<file path="config.mk">
export PLATFORM = sky130hd
export DESIGN_NAME = esa_enable_assign
export DESIGN_NICKNAME = d
export VERILOG_FILES = /design/src/core/esa_pkg.sv /design/src/core/esa_sync.sv /design/src/core/esa_decide.sv /design/src/core/esa_enable_assign.sv
export SDC_FILE = /design/constraint.sdc
export NUM_CORES = 1
export LEC_CHECK = 0
export BUFFER_PORTS_ARGS = -buffer_cell sky130_fd_sc_hd__buf_2
export CAP_MARGIN = 20
export CORE_MARGIN = 1.5
export CORE_UTILIZATION = 45
export DETAILED_ROUTE_END_ITERATION = 8
export GPL_TIMING_DRIVEN = 1
export HOLD_SLACK_MARGIN = 0.03
export PLACE_DENSITY = 0.69
export SYNTH_ARGS = -nofsm -noshare
export SYNTH_HDL_FRONTEND = slang
export SYNTH_SLANG_ARGS = --single-unit
</file>
<file path="constraint.sdc">
create_clock -name i_sys_clk -period 3.7 [get_ports i_sys_clk]
set_input_delay 0.74 -clock i_sys_clk [delete_from_list [all_inputs] [get_ports i_sys_clk]]
set_output_delay 0.74 -clock i_sys_clk [all_outputs]
set_load 0.01 [all_outputs]
</file>
<file path="src/core/esa_pkg.sv">
// Package: offsets, field layouts and types of the enable-pin supply block
package esa_pkg;

   // Register offsets on the control serial port register space
   localparam logic [7:0] ESA_OFF_REG_KEEP = 8'h41;
   localparam logic [7:0] ESA_OFF_RES_KEEP = 8'h42;
   localparam logic [7:0] ESA_OFF_SLEEP_OFF = 8'h44;
   localparam logic [7:0] ESA_OFF_EN1_REG = 8'h45;
   localparam logic [7:0] ESA_OFF_EN1_CONV = 8'h46;
   localparam logic [7:0] ESA_OFF_EN2_REG = 8'h47;
   localparam logic [7:0] ESA_OFF_EN2_CONV = 8'h48;
   localparam logic [7:0] ESA_OFF_EN3_REG = 8'h49;

   // Reset values
   localparam logic [7:0] ESA_RST_VAL = 8'h00;

   // Converter field positions in assignment, keep and sleep-off registers
   localparam int ESA_BIT_IO = 0;
   localparam int ESA_BIT_CORE1 = 1;
   localparam int ESA_BIT_CORE2 = 2;
   localparam int ESA_BIT_THIRD = 3;
   localparam int ESA_BIT_SPARE = 4;
   localparam int ESA_NUM_REG = 8;
   localparam int ESA_NUM_CONV = 4;

   // Write masks: second converter register has read-only top bits
   localparam logic [7:0] ESA_MASK_ALL = 8'hFF;
   localparam logic [7:0] ESA_MASK_EN2_CONV = 8'h1F;
   localparam logic [7:0] ESA_MASK_SLEEP_OFF = 8'h1F;

   // Supply states driven to the power stages
   typedef enum logic [1:0]
   {
      ESA_ST_OFF = 2'h0,
      ESA_ST_LOW = 2'h1,
      ESA_ST_ON = 2'h3,
      ESA_ST_FREE = 2'h2
   } esa_state_t;

   // Voltage source for a core converter
   typedef enum logic [1:0]
   {
      ESA_VSEL_REG = 2'h0,
      ESA_VSEL_OP = 2'h1,
      ESA_VSEL_SLP = 2'h3
   } esa_vsel_t;

   // Register write request
   typedef struct packed
   {
      logic wr;
      logic [7:0] addr;
      logic [7:0] data;
   } esa_wr_t;

   // Three synchronised enable inputs
   typedef struct packed
   {
      logic en3;
      logic en2;
      logic en1;
   } esa_en_t;

endpackage : esa_pkg

</file>
<file path="src/core/esa_sync.sv">
// Two-flop synchroniser for the enable input pins
`timescale 1ns/1ns
module esa_sync
   import esa_pkg::*;
#(
   parameter int WIDTH = 3
)
(
   // Clock and reset
   input wire logic i_sys_clk,
   input wire logic i_reset,
   // Raw and synchronised levels
   input wire logic [WIDTH-1:0] i_async,
   output logic [WIDTH-1:0] o_sync
);

   // State: first and second stage
   typedef struct packed
   {
      logic [WIDTH-1:0] meta;
      logic [WIDTH-1:0] sync;
   } esa_sync_st_t;

   esa_sync_st_t st_q; // Registered state
   esa_sync_st_t st_d; // Next state

   // Next state; first stage feeds only the second
   always_comb
   begin
      st_d = st_q;
      st_d.meta = i_async;
      st_d.sync = st_q.meta;
   end

   // State register, synchronous reset
   always_ff @(posedge i_sys_clk)
   begin
      if (i_reset)
      begin
         st_q <= '0;
      end
      else
      begin
         st_q <= st_d;
      end
   end

   assign o_sync = st_q.sync;

endmodule : esa_sync

</file>
<file path="src/core/esa_decide.sv">
// Per-supply state decision for one supply under one enable input
`timescale 1ns/1ns
module esa_decide
   import esa_pkg::*;
(
   // Assignment, enable level, keep-on bit and fallback state
   input wire logic i_assigned,
   input wire logic i_enable,
   input wire logic i_keep,
   input wire esa_state_t i_fallback,
   // Resulting state
   output esa_state_t o_state
);

   // Assigned: high is on, low is off or low power by keep bit
   always_comb
   begin
      if (!i_assigned)
      begin
         o_state = i_fallback;
      end
      else if (i_enable)
      begin
         o_state = ESA_ST_ON;
      end
      else if (i_keep)
      begin
         o_state = ESA_ST_LOW;
      end
      else
      begin
         o_state = ESA_ST_OFF;
      end
   end

endmodule : esa_decide

</file>
<file path="src/core/esa_enable_assign.sv">
// Enable-pin supply assignment: registers and supply state decisions
//
// Summary of operation
// - Sleep-off bit turns an unassigned converter off in sleep unless kept on
// - First regulator assignment: on while first enable high
// - Low enable: keep bit picks low power, else off
// - Unassigned supply follows registers and device state
// - Any first or second enable assignment bit disables voltage-scaling serial port
// - Regulator bits: dac, pll, aux, digital, card
// - First converter assignment: reserved, spare, four converters
// - Third converter on high, low sets off/low power
// - Core voltage: operating when high, sleep when low
// - Core low enable keep: low power unless sleep off
// - I/O converter on high, low off or low power
// - Second regulator assignment uses second enable input
// - Second converter assignment; top bits read zero
// - Third converter on second enable, same low behaviour
// - Third regulator assignment uses third enable input
// - Regulator keep-on register, one bit per regulator
// - Resource keep bits for core two, one, I/O
`timescale 1ns/1ns
module esa_enable_assign
   import esa_pkg::*;
(
   // Clock and reset
   input wire logic i_sys_clk,
   input wire logic i_reset,
   // Register write port from the control serial port
   input wire esa_wr_t i_wr,
   // Register read port
   input wire logic [7:0] i_rd_addr,
   output logic [7:0] o_rd_data,
   // Enable input pins driven by the host
   input wire logic i_first_enable_input,
   input wire logic i_second_enable_input,
   input wire logic i_third_enable_input,
   // Device state and register-programmed fallback states
   input wire logic i_dev_sleep,
   input wire esa_state_t [ESA_NUM_REG-1:0] i_reg_prog_state,
   input wire esa_state_t [ESA_NUM_CONV-1:0] i_conv_prog_state,
   // Core converter sleep voltage programmed off (bit0 core one)
   input wire logic [1:0] i_core_sleep_volt_off,
   // Supply states and core voltage selection, all combinational
   // from the registers, the synchronised pins and the inputs
   output esa_state_t [ESA_NUM_REG-1:0] o_reg_state,
   output esa_state_t [ESA_NUM_CONV-1:0] o_conv_state,
   output esa_vsel_t [1:0] o_core_vsel,
   // Voltage-scaling serial port enable
   output logic o_vs_port_enable
);

   // All register state of the block except the pin synchroniser
   // Read data kept here too: one register stage for both paths,
   // so o_rd_data lags the read address by one edge
   // Keep-on and switch-off copies feed the decisions every cycle
   // Eight-bit fields, so offsets map one to one
   typedef struct packed
   {
      logic [7:0] reg_keep;    // Regulator keep-on bits
      logic [7:0] res_keep;    // Resource keep-on bits
      logic [7:0] sleep_off;   // Converter sleep switch-off
      logic [7:0] en1_reg;     // First regulator assignment
      logic [7:0] en1_conv;    // First converter assignment
      logic [7:0] en2_reg;     // Second regulator assignment
      logic [7:0] en2_conv;    // Second converter assignment
      logic [7:0] en3_reg;     // Third regulator assignment
      logic [7:0] rd_data;     // Registered read data
      logic vs_en;             // Serial port enable
   } esa_st_t;

   esa_st_t st_q; // Registered state
   esa_st_t st_d; // Next state
   esa_en_t en_s; // Synchronised enables
   // Raw pins never read past the synchroniser: a pin edge near
   // the clock could give two supplies on one enable different
   // states for a cycle

   // Masked write of one register
   // Read-only fields keep their reset zero and read back as zero
   function automatic logic [7:0] wmask(input logic [7:0] old,
                                        input logic [7:0] val,
                                        input logic [7:0] msk);
      // Old bits where the mask is clear, new ones where it is set
      wmask = (old & ~msk) | (val & msk);
   endfunction : wmask

   // Pin synchroniser; bit 0 carries the first enable
   // A pin change reaches the supply outputs two edges later
   esa_sync #(.WIDTH(3)) u_sync
   (
      .i_sys_clk(i_sys_clk),
      .i_reset(i_reset),
      .i_async({i_third_enable_input, i_second_enable_input,
                i_first_enable_input}),
      .o_sync(en_s)
   );

   // Next state: register writes and read mux
   // Read mux looks at st_q: a read of the register being written
   // returns the old value
   always_comb
   begin
      // Hold everything unless written
      st_d = st_q;
      if (i_wr.wr)
      begin
         // Unmapped offsets fall to the default and change nothing
         case (i_wr.addr)
            ESA_OFF_REG_KEEP: st_d.reg_keep = i_wr.data;
            ESA_OFF_RES_KEEP: st_d.res_keep = i_wr.data;
            ESA_OFF_SLEEP_OFF:
            begin
               // Top bits belong to other functions, not held here
               st_d.sleep_off = wmask(st_q.sleep_off, i_wr.data,
                                      ESA_MASK_SLEEP_OFF);
            end
            ESA_OFF_EN1_REG: st_d.en1_reg = i_wr.data;
            // First converter register: reserved and spare writable
            ESA_OFF_EN1_CONV: st_d.en1_conv = i_wr.data;
            ESA_OFF_EN2_REG: st_d.en2_reg = i_wr.data;
            ESA_OFF_EN2_CONV:
            begin
               // Top three bits are read-only and stay zero
               st_d.en2_conv = wmask(st_q.en2_conv, i_wr.data,
                                     ESA_MASK_EN2_CONV);
            end
            ESA_OFF_EN3_REG: st_d.en3_reg = i_wr.data;
            default:
            begin
               // Not ours: every register stays as it is
               st_d.reg_keep = st_q.reg_keep;
            end
         endcase
      end
      // Read data registered; unmapped reads give zero
      // Masked registers hold zeros in their read-only bits, so no
      // masking is needed on the way out
      case (i_rd_addr)
         ESA_OFF_REG_KEEP: st_d.rd_data = st_q.reg_keep;
         ESA_OFF_RES_KEEP: st_d.rd_data = st_q.res_keep;
         ESA_OFF_SLEEP_OFF: st_d.rd_data = st_q.sleep_off;
         ESA_OFF_EN1_REG: st_d.rd_data = st_q.en1_reg;
         ESA_OFF_EN1_CONV: st_d.rd_data = st_q.en1_conv;
         ESA_OFF_EN2_REG: st_d.rd_data = st_q.en2_reg;
         ESA_OFF_EN2_CONV: st_d.rd_data = st_q.en2_conv;
         ESA_OFF_EN3_REG: st_d.rd_data = st_q.en3_reg;
         default: st_d.rd_data = 8'h00;
      endcase
      // Shared pins: any assignment bit takes them from the port
      // Next values used, so the port drops at the very edge of the
      // write that claims the pins, not one edge later
      // Third enable has a pin of its own and is left out
      // A later write of zeros gives the pins back to the port
      st_d.vs_en = ~(|st_d.en1_reg | |st_d.en1_conv |
                     |st_d.en2_reg | |st_d.en2_conv);
   end

   // State register, synchronous reset
   // Everything, read data included, clears to zero; only the
   // port enable sets, as no supply is tied to a pin out of reset
   always_ff @(posedge i_sys_clk)
   begin
      if (i_reset)
      begin
         // Nothing assigned after reset, so the serial port is free
         st_q <= '{default: '0, vs_en: 1'b1};
      end
      else
      begin
         // Next state taken on every edge
         st_q <= st_d;
      end
   end

   // Regulators: the lowest-numbered enable claiming a bit wins
   // Several claims on one regulator are a programming slip; a
   // fixed priority keeps the outcome predictable instead of
   // letting the last write decide
   // One loop variable serves both supply loops
   genvar g;
   generate
      for (g = 0; g < ESA_NUM_REG; g++)
      begin : g_reg
         logic asg; // Assigned to any enable
         logic lvl; // Level of the claiming enable
         // Claim and level of the winning enable
         always_comb
         begin
            // Claimed by any of the three enables
            asg = st_q.en1_reg[g] | st_q.en2_reg[g] | st_q.en3_reg[g];
            // Priority: first, then second, then third enable
            if (st_q.en1_reg[g])
            begin
               lvl = en_s.en1;
            end
            else if (st_q.en2_reg[g])
            begin
               lvl = en_s.en2;
            end
            else
            begin
               // Third enable, unused when nothing claims
               lvl = en_s.en3;
            end
         end
         // On, low power, off or register state
         esa_decide u_dec
         (
            .i_assigned(asg),
            .i_enable(lvl),
            .i_keep(st_q.reg_keep[g]),
            .i_fallback(i_reg_prog_state[g]),
            .o_state(o_reg_state[g])
         );
      end
   endgenerate

   // Converters: first enable wins over second when both claim
   // No third-enable converter register, so two claims only
   // Index 0 I/O converter, 1 and 2 cores, 3 third converter
   // Keep bits from the resource keep-on register
   generate
      for (g = 0; g < ESA_NUM_CONV; g++)
      begin : g_conv
         logic asg;       // Assigned to an enable
         logic lvl;       // Claiming enable level
         logic keep;      // Effective keep bit
         esa_state_t fb;  // Fallback state
         esa_state_t dec; // Decided state
         // Core override applies after the shared decision
         // Claim, level and keep bit for this converter
         always_comb
         begin
            asg = st_q.en1_conv[g] | st_q.en2_conv[g];
            // Second enable only when the first leaves it alone
            lvl = st_q.en1_conv[g] ? en_s.en1 : en_s.en2;
            keep = st_q.res_keep[g];
            // Sleep switch-off only when not kept on; it shapes the
            // fallback only, so an assigned converter ignores it
            if (i_dev_sleep && st_q.sleep_off[g] && !keep)
            begin
               fb = ESA_ST_OFF;
            end
            else
            begin
               // Otherwise what the register programming asks
               fb = i_conv_prog_state[g];
            end
         end
         // Same decision as the regulators, resource keep bit
         esa_decide u_dec
         (
            .i_assigned(asg),
            .i_enable(lvl),
            .i_keep(keep),
            .i_fallback(fb),
            .o_state(dec)
         );
         // Core converters: sleep voltage programmed off wins
         // Voltage select names the register the stage uses;
         // unassigned cores stay on register programming
         if (g == ESA_BIT_CORE1 || g == ESA_BIT_CORE2)
         begin : g_core
            always_comb
            begin
               // Low enable with sleep voltage off gives off
               if (asg && !lvl && i_core_sleep_volt_off[g-1])
               begin
                  o_conv_state[g] = ESA_ST_OFF;
               end
               else
               begin
                  o_conv_state[g] = dec;
               end
               // Voltage source follows the claiming enable
               if (!asg)
               begin
                  o_core_vsel[g-1] = ESA_VSEL_REG;
               end
               else if (lvl)
               begin
                  o_core_vsel[g-1] = ESA_VSEL_OP;
               end
               else
               begin
                  o_core_vsel[g-1] = ESA_VSEL_SLP;
               end
            end
         end
         else
         begin : g_plain
            // I/O and third converter take the decision as is
            assign o_conv_state[g] = dec;
         end
      end
   endgenerate

   // Outputs straight from flip-flops
   assign o_rd_data = st_q.rd_data;
   assign o_vs_port_enable = st_q.vs_en;

endmodule : esa_enable_assign

</file>
* Word-level counts from Yosys, hierarchy flattened
Cells that the tools add are included.
** Storage, ports and cells
- Output and inout port bits :: 37
- Flip-flop bits (word level) :: 79
- Logic and storage cells :: 153
- Input port bits :: 57
** Cells by class
- Mux-type cells :: 73
- Bitwise logic cells :: 26
- Eq/ne operators :: 16
- Reduce and logical (&&, ||, !) cells :: 26
** Operators with widths (number)
- 8-bit by 7-bit equality test with 1-bit output (second input constant) :: 16
- 2-bit 2-to-1 mux :: 34
- 8-bit case mux with 8 select lines :: 1
- 40-bit 2-to-1 mux :: 1
- 8-bit 2-to-1 mux :: 5
- 1-bit 2-to-1 mux :: 32
- 8-bit OR reduction :: 4
- 1-bit bitwise OR :: 23
- 8-bit by 5-bit bitwise OR with 8-bit output :: 2
- 1-bit logical AND :: 12
- 2-bit AND reduction :: 4
- 1-bit logical NOT :: 6
- 1-bit NOT :: 1

* Depth between registers and ports, before layout
Gate-level depths: netlist of run 1.
- Word-level depth :: 8
- Gate-level depth with buffers :: 7
- Mapped depth without buffers :: 5

* Modules after synthesis
From an unflattened synthesis of run 1, not the netlist that was laid out.
** Unflattened totals
- Cells, all modules :: 496
- Area, all modules :: 4156.5 µm²
** Modules (own cells, without submodules)
- esa_enable_assign :: area an instance 3668.5 µm², cells an instance 436, times used 1, sequential area each 1341.3 µm²
- esa_decide :: area an instance 27.5 µm², cells an instance 4, times used 12, sequential area each 0.0 µm²
- esa_sync :: area an instance 157.7 µm², cells an instance 12, times used 1, sequential area each 120.1 µm²

* Least setup slack after synthesis of run 1
OpenSTA, ideal clock, no wires.
- Path kind :: input -> register
- From :: input port i_wr[13] (netlist name)
- To :: register st_q, in the netlist o_vs_port_enable
- Setup slack :: 742 ps
- Required time :: 3640 ps
- Data arrival time :: 2898 ps
- Path buffers :: 2
- Setup time :: 60 ps
- Cell stages on the path :: 7
- Cell sequence :: or4b_4 -> buf_6 -> or4b_4 -> buf_6 -> or4b_1 -> a221oi_2 -> a41o_1
** On the way
- Cells in the longest elaborated chain, start to end :: 8
- Elaborated cells between the ends (all ways) :: 17
- Classes of those cells :: eq/ne (4); mux (5); bitwise (4); reduce/logical (4)
** RTL lines
- from (decl) :: RTL line esa_enable_assign.sv:29 : input wire esa_wr_t i_wr,
- 8-bit by 7-bit equality test with 1-bit output :: RTL line esa_enable_assign.sv:108 : case (i_wr.addr)
- 8-bit 2-to-1 mux :: RTL line esa_enable_assign.sv:108
- 40-bit 2-to-1 mux (*) :: RTL line esa_enable_assign.sv:105 : if (i_wr.wr)
- 8-bit OR reduction :: RTL line esa_enable_assign.sv:154 : st_d.vs_en = ~(|st_d.en1_reg | |st_d.en1_conv |
- 1-bit bitwise OR :: RTL line esa_enable_assign.sv:154
- 1-bit bitwise OR :: RTL line esa_enable_assign.sv:155 : |st_d.en2_reg | |st_d.en2_conv);
- 1-bit bitwise OR (*) :: RTL line esa_enable_assign.sv:155
- 1-bit NOT (*) :: RTL line esa_enable_assign.sv:154
- to (signal assigned) :: RTL line esa_enable_assign.sv:171 : st_q <= st_d;
- to (decl) :: RTL line esa_enable_assign.sv:71 : esa_st_t st_q;
Every way passes the cells marked *; elsewhere a longest branch is shown, timed or not.
A chain may end at the register's enable or synchronous reset.

* Worst setup path after layout of run 1
- From :: input port i_rd_addr[5]
- To :: register st_q, in the netlist o_rd_data[2]
** On the way
- Cells in the longest elaborated chain, start to end :: 2
- Elaborated cells between the ends (all ways) :: 9
- Classes of those cells :: eq/ne (8); mux (1)
** RTL lines
- from (decl) :: RTL line esa_enable_assign.sv:31 : input wire logic [7:0] i_rd_addr,
- 8-bit by 7-bit equality test with 1-bit output :: RTL line esa_enable_assign.sv:138 : case (i_rd_addr)
- 8-bit case mux with 8 select lines (*) :: RTL line esa_enable_assign.sv:138
Marks and branches as above.

==> results.txt, run 1 <==
Status: completed
Wire per inst: 17.89 um
Worst slew margin: 27.23%
Syn_area_per_cell: 8.700 sq um
Max capacitance violation total: 0
Hpwl dp: 7.973 mm
Ant diodes: 0
Largest stage delay, worst path: 0.95 ns
Largest delay share family, worst path: simple AND/OR/NAND/NOR gates
Vias in the first global route: 3463
Root Buffer: clkbuf_8
CP Buf/Inv Count: 1
Worst ir drop on vdd: 165.5 uV
Port-buffer cells: 93
Count leader, synth: nor2_1
Setup WS post-layout: 0.8272 ns
Setup TNS: 0 ns
Vias: 3737
Post-synth top area cell: dfxtp_1
Global-route wire length before repair: 17.40 mm
Clock power frac: 41.1%
CTS Buffer Depth: 2
Share of the synthesized area in the top cell type: 37.08%
Pre-CTS setup slack: 0.5308 ns
Grt total ovfl: 0
CP startpoint kind: input port
Power per cell area: 342.7 nW/um^2
Post-layout nets: 583
CP endpoint kind: flip-flop
ANT nets after route: 0
Most frequent CP cell: nor4b_1
Later-pin clock latency in the skew report: 0.37 ns
Total wire length: 11.38 mm
Share of cells above drive strength 1: 25.99%
Global-route usage over all layers: 25.28%
Register share of total power: 50.6%
Yosys warnings: 0
Internal: 1.176 mW
Crit-path cells: buf_2 -> nor4b_1 -> nand2b_1 -> nor4b_1 -> a22oi_1 -> a21oi_1
# IOs: 94
Finish-stage setup viols: 0
Post-CTS setup buffers: 0
Crit Path Class: input port to flip-flop
Vias/cell: 5.876
Layout Skew: 0.008774 ns
FILL cells: 796
Initial antenna violation count: 0
First-pass DRT Iterations: 5
Register area share after synthesis: 37.08%
PostCTS Resize Cnt: 0
Net Sw Power: 397.2 uW
Core box area: 8341 sq um
Largest net degree at the start of global routing: 41
Yosys cell types: 46
Drc violations: 0
Type of the most critical hold path: flip-flop to flip-flop
Sw frac: 25.25%
Data arrival, critical path: 3.16 ns
Hold-fix buffers, CTS: 0
Placer Congestion: 0.8654
Fin. max-slew vios: 0
Critical path's slowest cell: nor4b_1
Worst path required time: 3.98 ns
Synth top cells by count: 80 x nor2_1, 73 x dfxtp_1, 70 x mux2i_1
Area of the mapped netlist: 3941 sq um
#FFs+latches synth: 73
Crit-path max FO: 5
Crit share post-route: 77.64%
Layout Utilization: 55.04%
Drt initial violations: 213
Primary FF master, synth: dfxtp_1
Ys async rst share: 0%
Area growth from synthesis to layout: 16.48%
Least-Margin Pin Slew: 1.076 ns
CTS Buf Count: 9
Min Tclk post-route: 2.873 ns
Chip width: 96.59 um
Comb power frac: 8.3%
Die area: 9329 sq um
Placement Rows: 33
H-tree levels: 3
Fin. Hold Viols: 0
RSZ-0062 raised after global routing: no
Initial Utilization: 47.25%
EDFF count, synth: 0
Clk slew on worst S/H paths: 0.08 ns
Sink Count: 73
Net count after synthesis: 510
Post-Syn Instances: 453
CTS tree: built
Cell leakage power: 2.069 nW
Chip height: 96.59 um
Largest cells by area after synthesis: dfxtp_1 37%, mux2i_1 18%, nor2_1 7.6%, mux2_2 4.0%, a21oi_1 3.9%
Max Fclk: 348.1 MHz
[through the flow]
step / hold slack, ns / total power, mW / instances / cell area (sq um)
floorplan: 0.4138 / 0.8822 / 453 / 3941
global placement: 0.4246 / 0.9408 / 620 / 4388
detailed placement: 0.4251 / 0.9440 / 620 / 4388
CTS: 0.4444 / 1.578 / 636 / 4591
global route: 0.4662 / 1.619 / 636 / 4591
finish: 0.4410 / 1.573 / 636 / 4591
[flip-flops by register name, summed over array words and instances, names as in the netlist]
| register | count |
|---|---|
| st_q | 54 |
| o_vs_port_enable | 1 |
| u_sync.o_sync | 3 |
| o_rd_data | 8 |
| g_conv.keep | 4 |
| u_sync.st_d | 3 |
[cell families after synthesis]
family | share of synthesized area [%]
simple gates | 22.41
mux | 21.78
compound gates | 13.68
flops | 37.08
buf+inv | 5.048
[final cells by class]
cell class	count	area [sq um]	share of cell area, %
clock buffer	10	137.6	2.998
clock inverter	6	65.06	1.417
inverter	3	11.26	0.2453
multi-input combinational	341	2281	49.69
sequential	73	1461	31.83
tap	105	131.4	2.862
timing repair buffer	98	503.0	10.96
[final timing paths]
| check | startpoint | to | slack [ns] | cells past startpoint |
|---|---|---|---|---|
| min reg2reg | u_sync.st_d[0]$_SDFF_PP0_ | u_sync.o_sync[0]$_SDFF_PP0_ | 0.44 | 1 |
| min | u_sync.st_d[0]$_SDFF_PP0_ | u_sync.o_sync[0]$_SDFF_PP0_ | 0.44 | 1 |
| max reg2reg | st_q[41]$_SDFF_PP0_ | o_vs_port_enable$_SDFF_PP1_ | 2.12 | 4 |
| max | i_rd_addr[5] | o_rd_data[2]$_SDFF_PP0_ | 0.83 | 6 |
[power by group through the flow]
stage	clock network [mW]	registers (mW)	logic [mW]
final	0.647	0.796	0.130
after global routing	0.680	0.797	0.142
after CTS	0.652	0.796	0.130
after detailed placement	0	0.815	0.129
after global placement	0	0.815	0.126
after floorplan	0	0.809	0.0728
[layer usage]
layer,wire length [um],GRT usage (%),up-vias
met5,0,0,-
met1,4938,31.17,1798
li1,-,-,1775
met3,681,5.399,24
met4,282,11.35,0
met2,5476,42.19,140
[cells in the final DEF (no fill, tap or decap), drive strengths merged, types with 2 or more instances in the layout]
cell type  count
a211oi         2
a21oi         31
a221oi         7
a222oi         3
a22o           3
a22oi          5
buf           98
clkbuf        10
clkinv         3
dfxtp         73
inv            4
mux2          14
mux2i         70
nand2         28
nand2b         8
nand3          2
nand3b         6
nand4b         2
nor2          80
nor2b          8
nor3          16
nor4           7
nor4b          4
o211ai        10
o21a           3
o21ai          8
o22a           3
o32a           2
or2            3
or3            4
or4b           3
Power figures use the tool's default switching activity.
==> run 2, diff against run 1 <==
- PLACE_DENSITY: 0.69 -> 0.72
- clock period: 3.7 -> 2.5 ns (I/O delays scaled with it)
==> run 2 against run 1 <==
Against the previous run: sequential share of layout area is 0.48 points lower; global-route usage decreased by 0.53 points; power is 43% higher; die area is the same; final area grew 1.5%; clock skew decreased by 0.0042 ns; cell count is 1.7% higher; largest cell class unchanged; largest power group unchanged; highest routed layer unchanged.
==> results.txt, run 2 (synthesis gave the netlist of run 1 again) <==
FF+latch area: 1461 sq um
Worst path required time: 2.00 ns
Vias/cell: 5.884
Data arrival, critical path: 1.86 ns
ANT nets after route: 0
First-pass DRT Iterations: 5
Grt total ovfl: 0
Placed Area: 4486 sq um
Ant diodes: 0
Biggest register: st_q
Hold-fix buffers, CTS: 0
Root Buffer: clkbuf_8
Chip width: 96.59 um
Max FFs per register: 54
# IOs: 94
Placer Congestion: 0.8961
Share of cells above drive strength 1: 27.12%
Crit-path cells: a21oi_1 -> o21ai_0 -> o22a_1 -> buf_2
Most common cell after layout, fill and taps aside: buf_2
Global-route usage over all layers: 24.75%
Global-route wire length before repair: 17.33 mm
Status: completed
Die area: 9329 sq um
Fin. max-slew vios: 0
Drt initial violations: 311
Setup TNS: 0 ns
Setup WS post-layout: 0.1417 ns
Power per cell area: 483.0 nW/um^2
Largest net degree at the start of global routing: 38
Wire per inst: 17.50 um
Crit Path Class: flip-flop to primary output
Hpwl dp: 8.120 mm
Pre-CTS setup slack: -0.1308 ns
Vias: 3807
Area growth from synthesis to layout: 18.25%
Worst ir drop on vdd: 412.3 uV
RSZ-0062 raised after global routing: no
FILL cells: 781
Cell leakage power: 2.119 nW
PostCTS Resize Cnt: 0
Core box area: 8341 sq um
Fin. Hold Viols: 0
Port-buffer cells: 93
Post-layout nets: 596
CTS Buffer Depth: 2
Area of the multi-input gates: 2281 sq um
WHS: 0.3651 ns
Drc violations: 0
Max capacitance violation total: 0
Least-Margin Pin Slew: 0.6830 ns
Type of the most critical hold path: input port to flip-flop
Total wire length: 11.32 mm
Max Fclk: 424.0 MHz
Chip height: 96.59 um
Layout Skew: 0.004542 ns
Post-CTS setup buffers: 0
Initial Utilization: 47.25%
Finish-stage setup viols: 0
Pwr Total: 2.251 mW
CTS Buf Count: 9
Crit-path max FO: 13
Later-pin clock latency in the skew report: 0.34 ns
H-tree levels: 3
Largest stage delay, worst path: 0.76 ns
Min Tclk post-route: 2.358 ns
Crit share post-route: 94.33%
Most frequent cells in the layout: 93 x buf_2, 80 x nor2_1, 73 x dfxtp_1, 70 x mux2i_1, 31 x a21oi_1
Final Cell Area: 4661 sq um
Worst slew margin: 54.40%
Initial antenna violation count: 0
Placement Rows: 33
Clk slew on worst S/H paths: 0.07 ns
Sink Count: 73
Critical path's slowest cell: dfxtp_1
Vias in the first global route: 3501
CTS tree: built
CP endpoint kind: primary output
CP startpoint kind: flip-flop
run 2: worst max-delay path, delay by kind of cell, from the launching register on:
| kind | cells | cell delay [ns] |
|---|---|---|
| DFF | 1 | 0.76 |
| buffers and inverters | 1 | 0.12 |
| AOI/OAI and AO/OA | 3 | 0.63 |
run 2: routing by layer:
| metal | share of wire, % | wire [um] | vias up | GRT usage [%] |
|---|---|---|---|---|
| li1 | - | - | 1801 | - |
| met1 | 42 | 4734 | 1798 | 29.99 |
| met2 | 48 | 5383 | 170 | 41.38 |
| met3 | 6.1 | 692 | 38 | 3.365 |
| met4 | 4.5 | 513 | 0 | 15.22 |
| met5 | 0 | 0 | - | 0 |
run 2: path summary, 6_finish.rpt:
path,slack [ns],cells after the start,end,startpoint
hold reg to reg,0.44,1,u_sync.o_sync[0]$_SDFF_PP0_,u_sync.st_d[0]$_SDFF_PP0_
hold / removal,0.37,2,u_sync.st_d[2]$_SDFF_PP0_,i_third_enable_input
setup / recovery,0.14,4,o_reg_state[10],u_sync.o_sync[1]$_SDFF_PP0_
setup reg to reg,0.99,4,o_vs_port_enable$_SDFF_PP1_,st_q[41]$_SDFF_PP0_
run 2: cell type report:
cell class	instances	area share, %
Multi-Input combinational cell	341	48.94
Sequential cell	73	31.36
Timing Repair Buffer	111	12.89
Clock buffer	11	2.819
Tap cell	105	2.819
Clock inverter	3	0.9396
Inverter	3	0.2416
run 2: per-stage QoR:
step	util (%)	std cells
finish	55.88	647
CTS	55.88	647
global route	55.88	647
floorplan	-	453
global placement	53.78	633
detailed placement	53.78	633
run 2: power by group:
part | switching [mW] | leakage (nW) | internal (mW) | total (mW)
clock network | 0.422 | 0.0892 | 0.451 | 0.873
registers | 0.00867 | 0.589 | 1.17 | 1.18
logic | 0.114 | 1.44 | 0.0874 | 0.201
total | 0.544 | 2.12 | 1.71 | 2.25
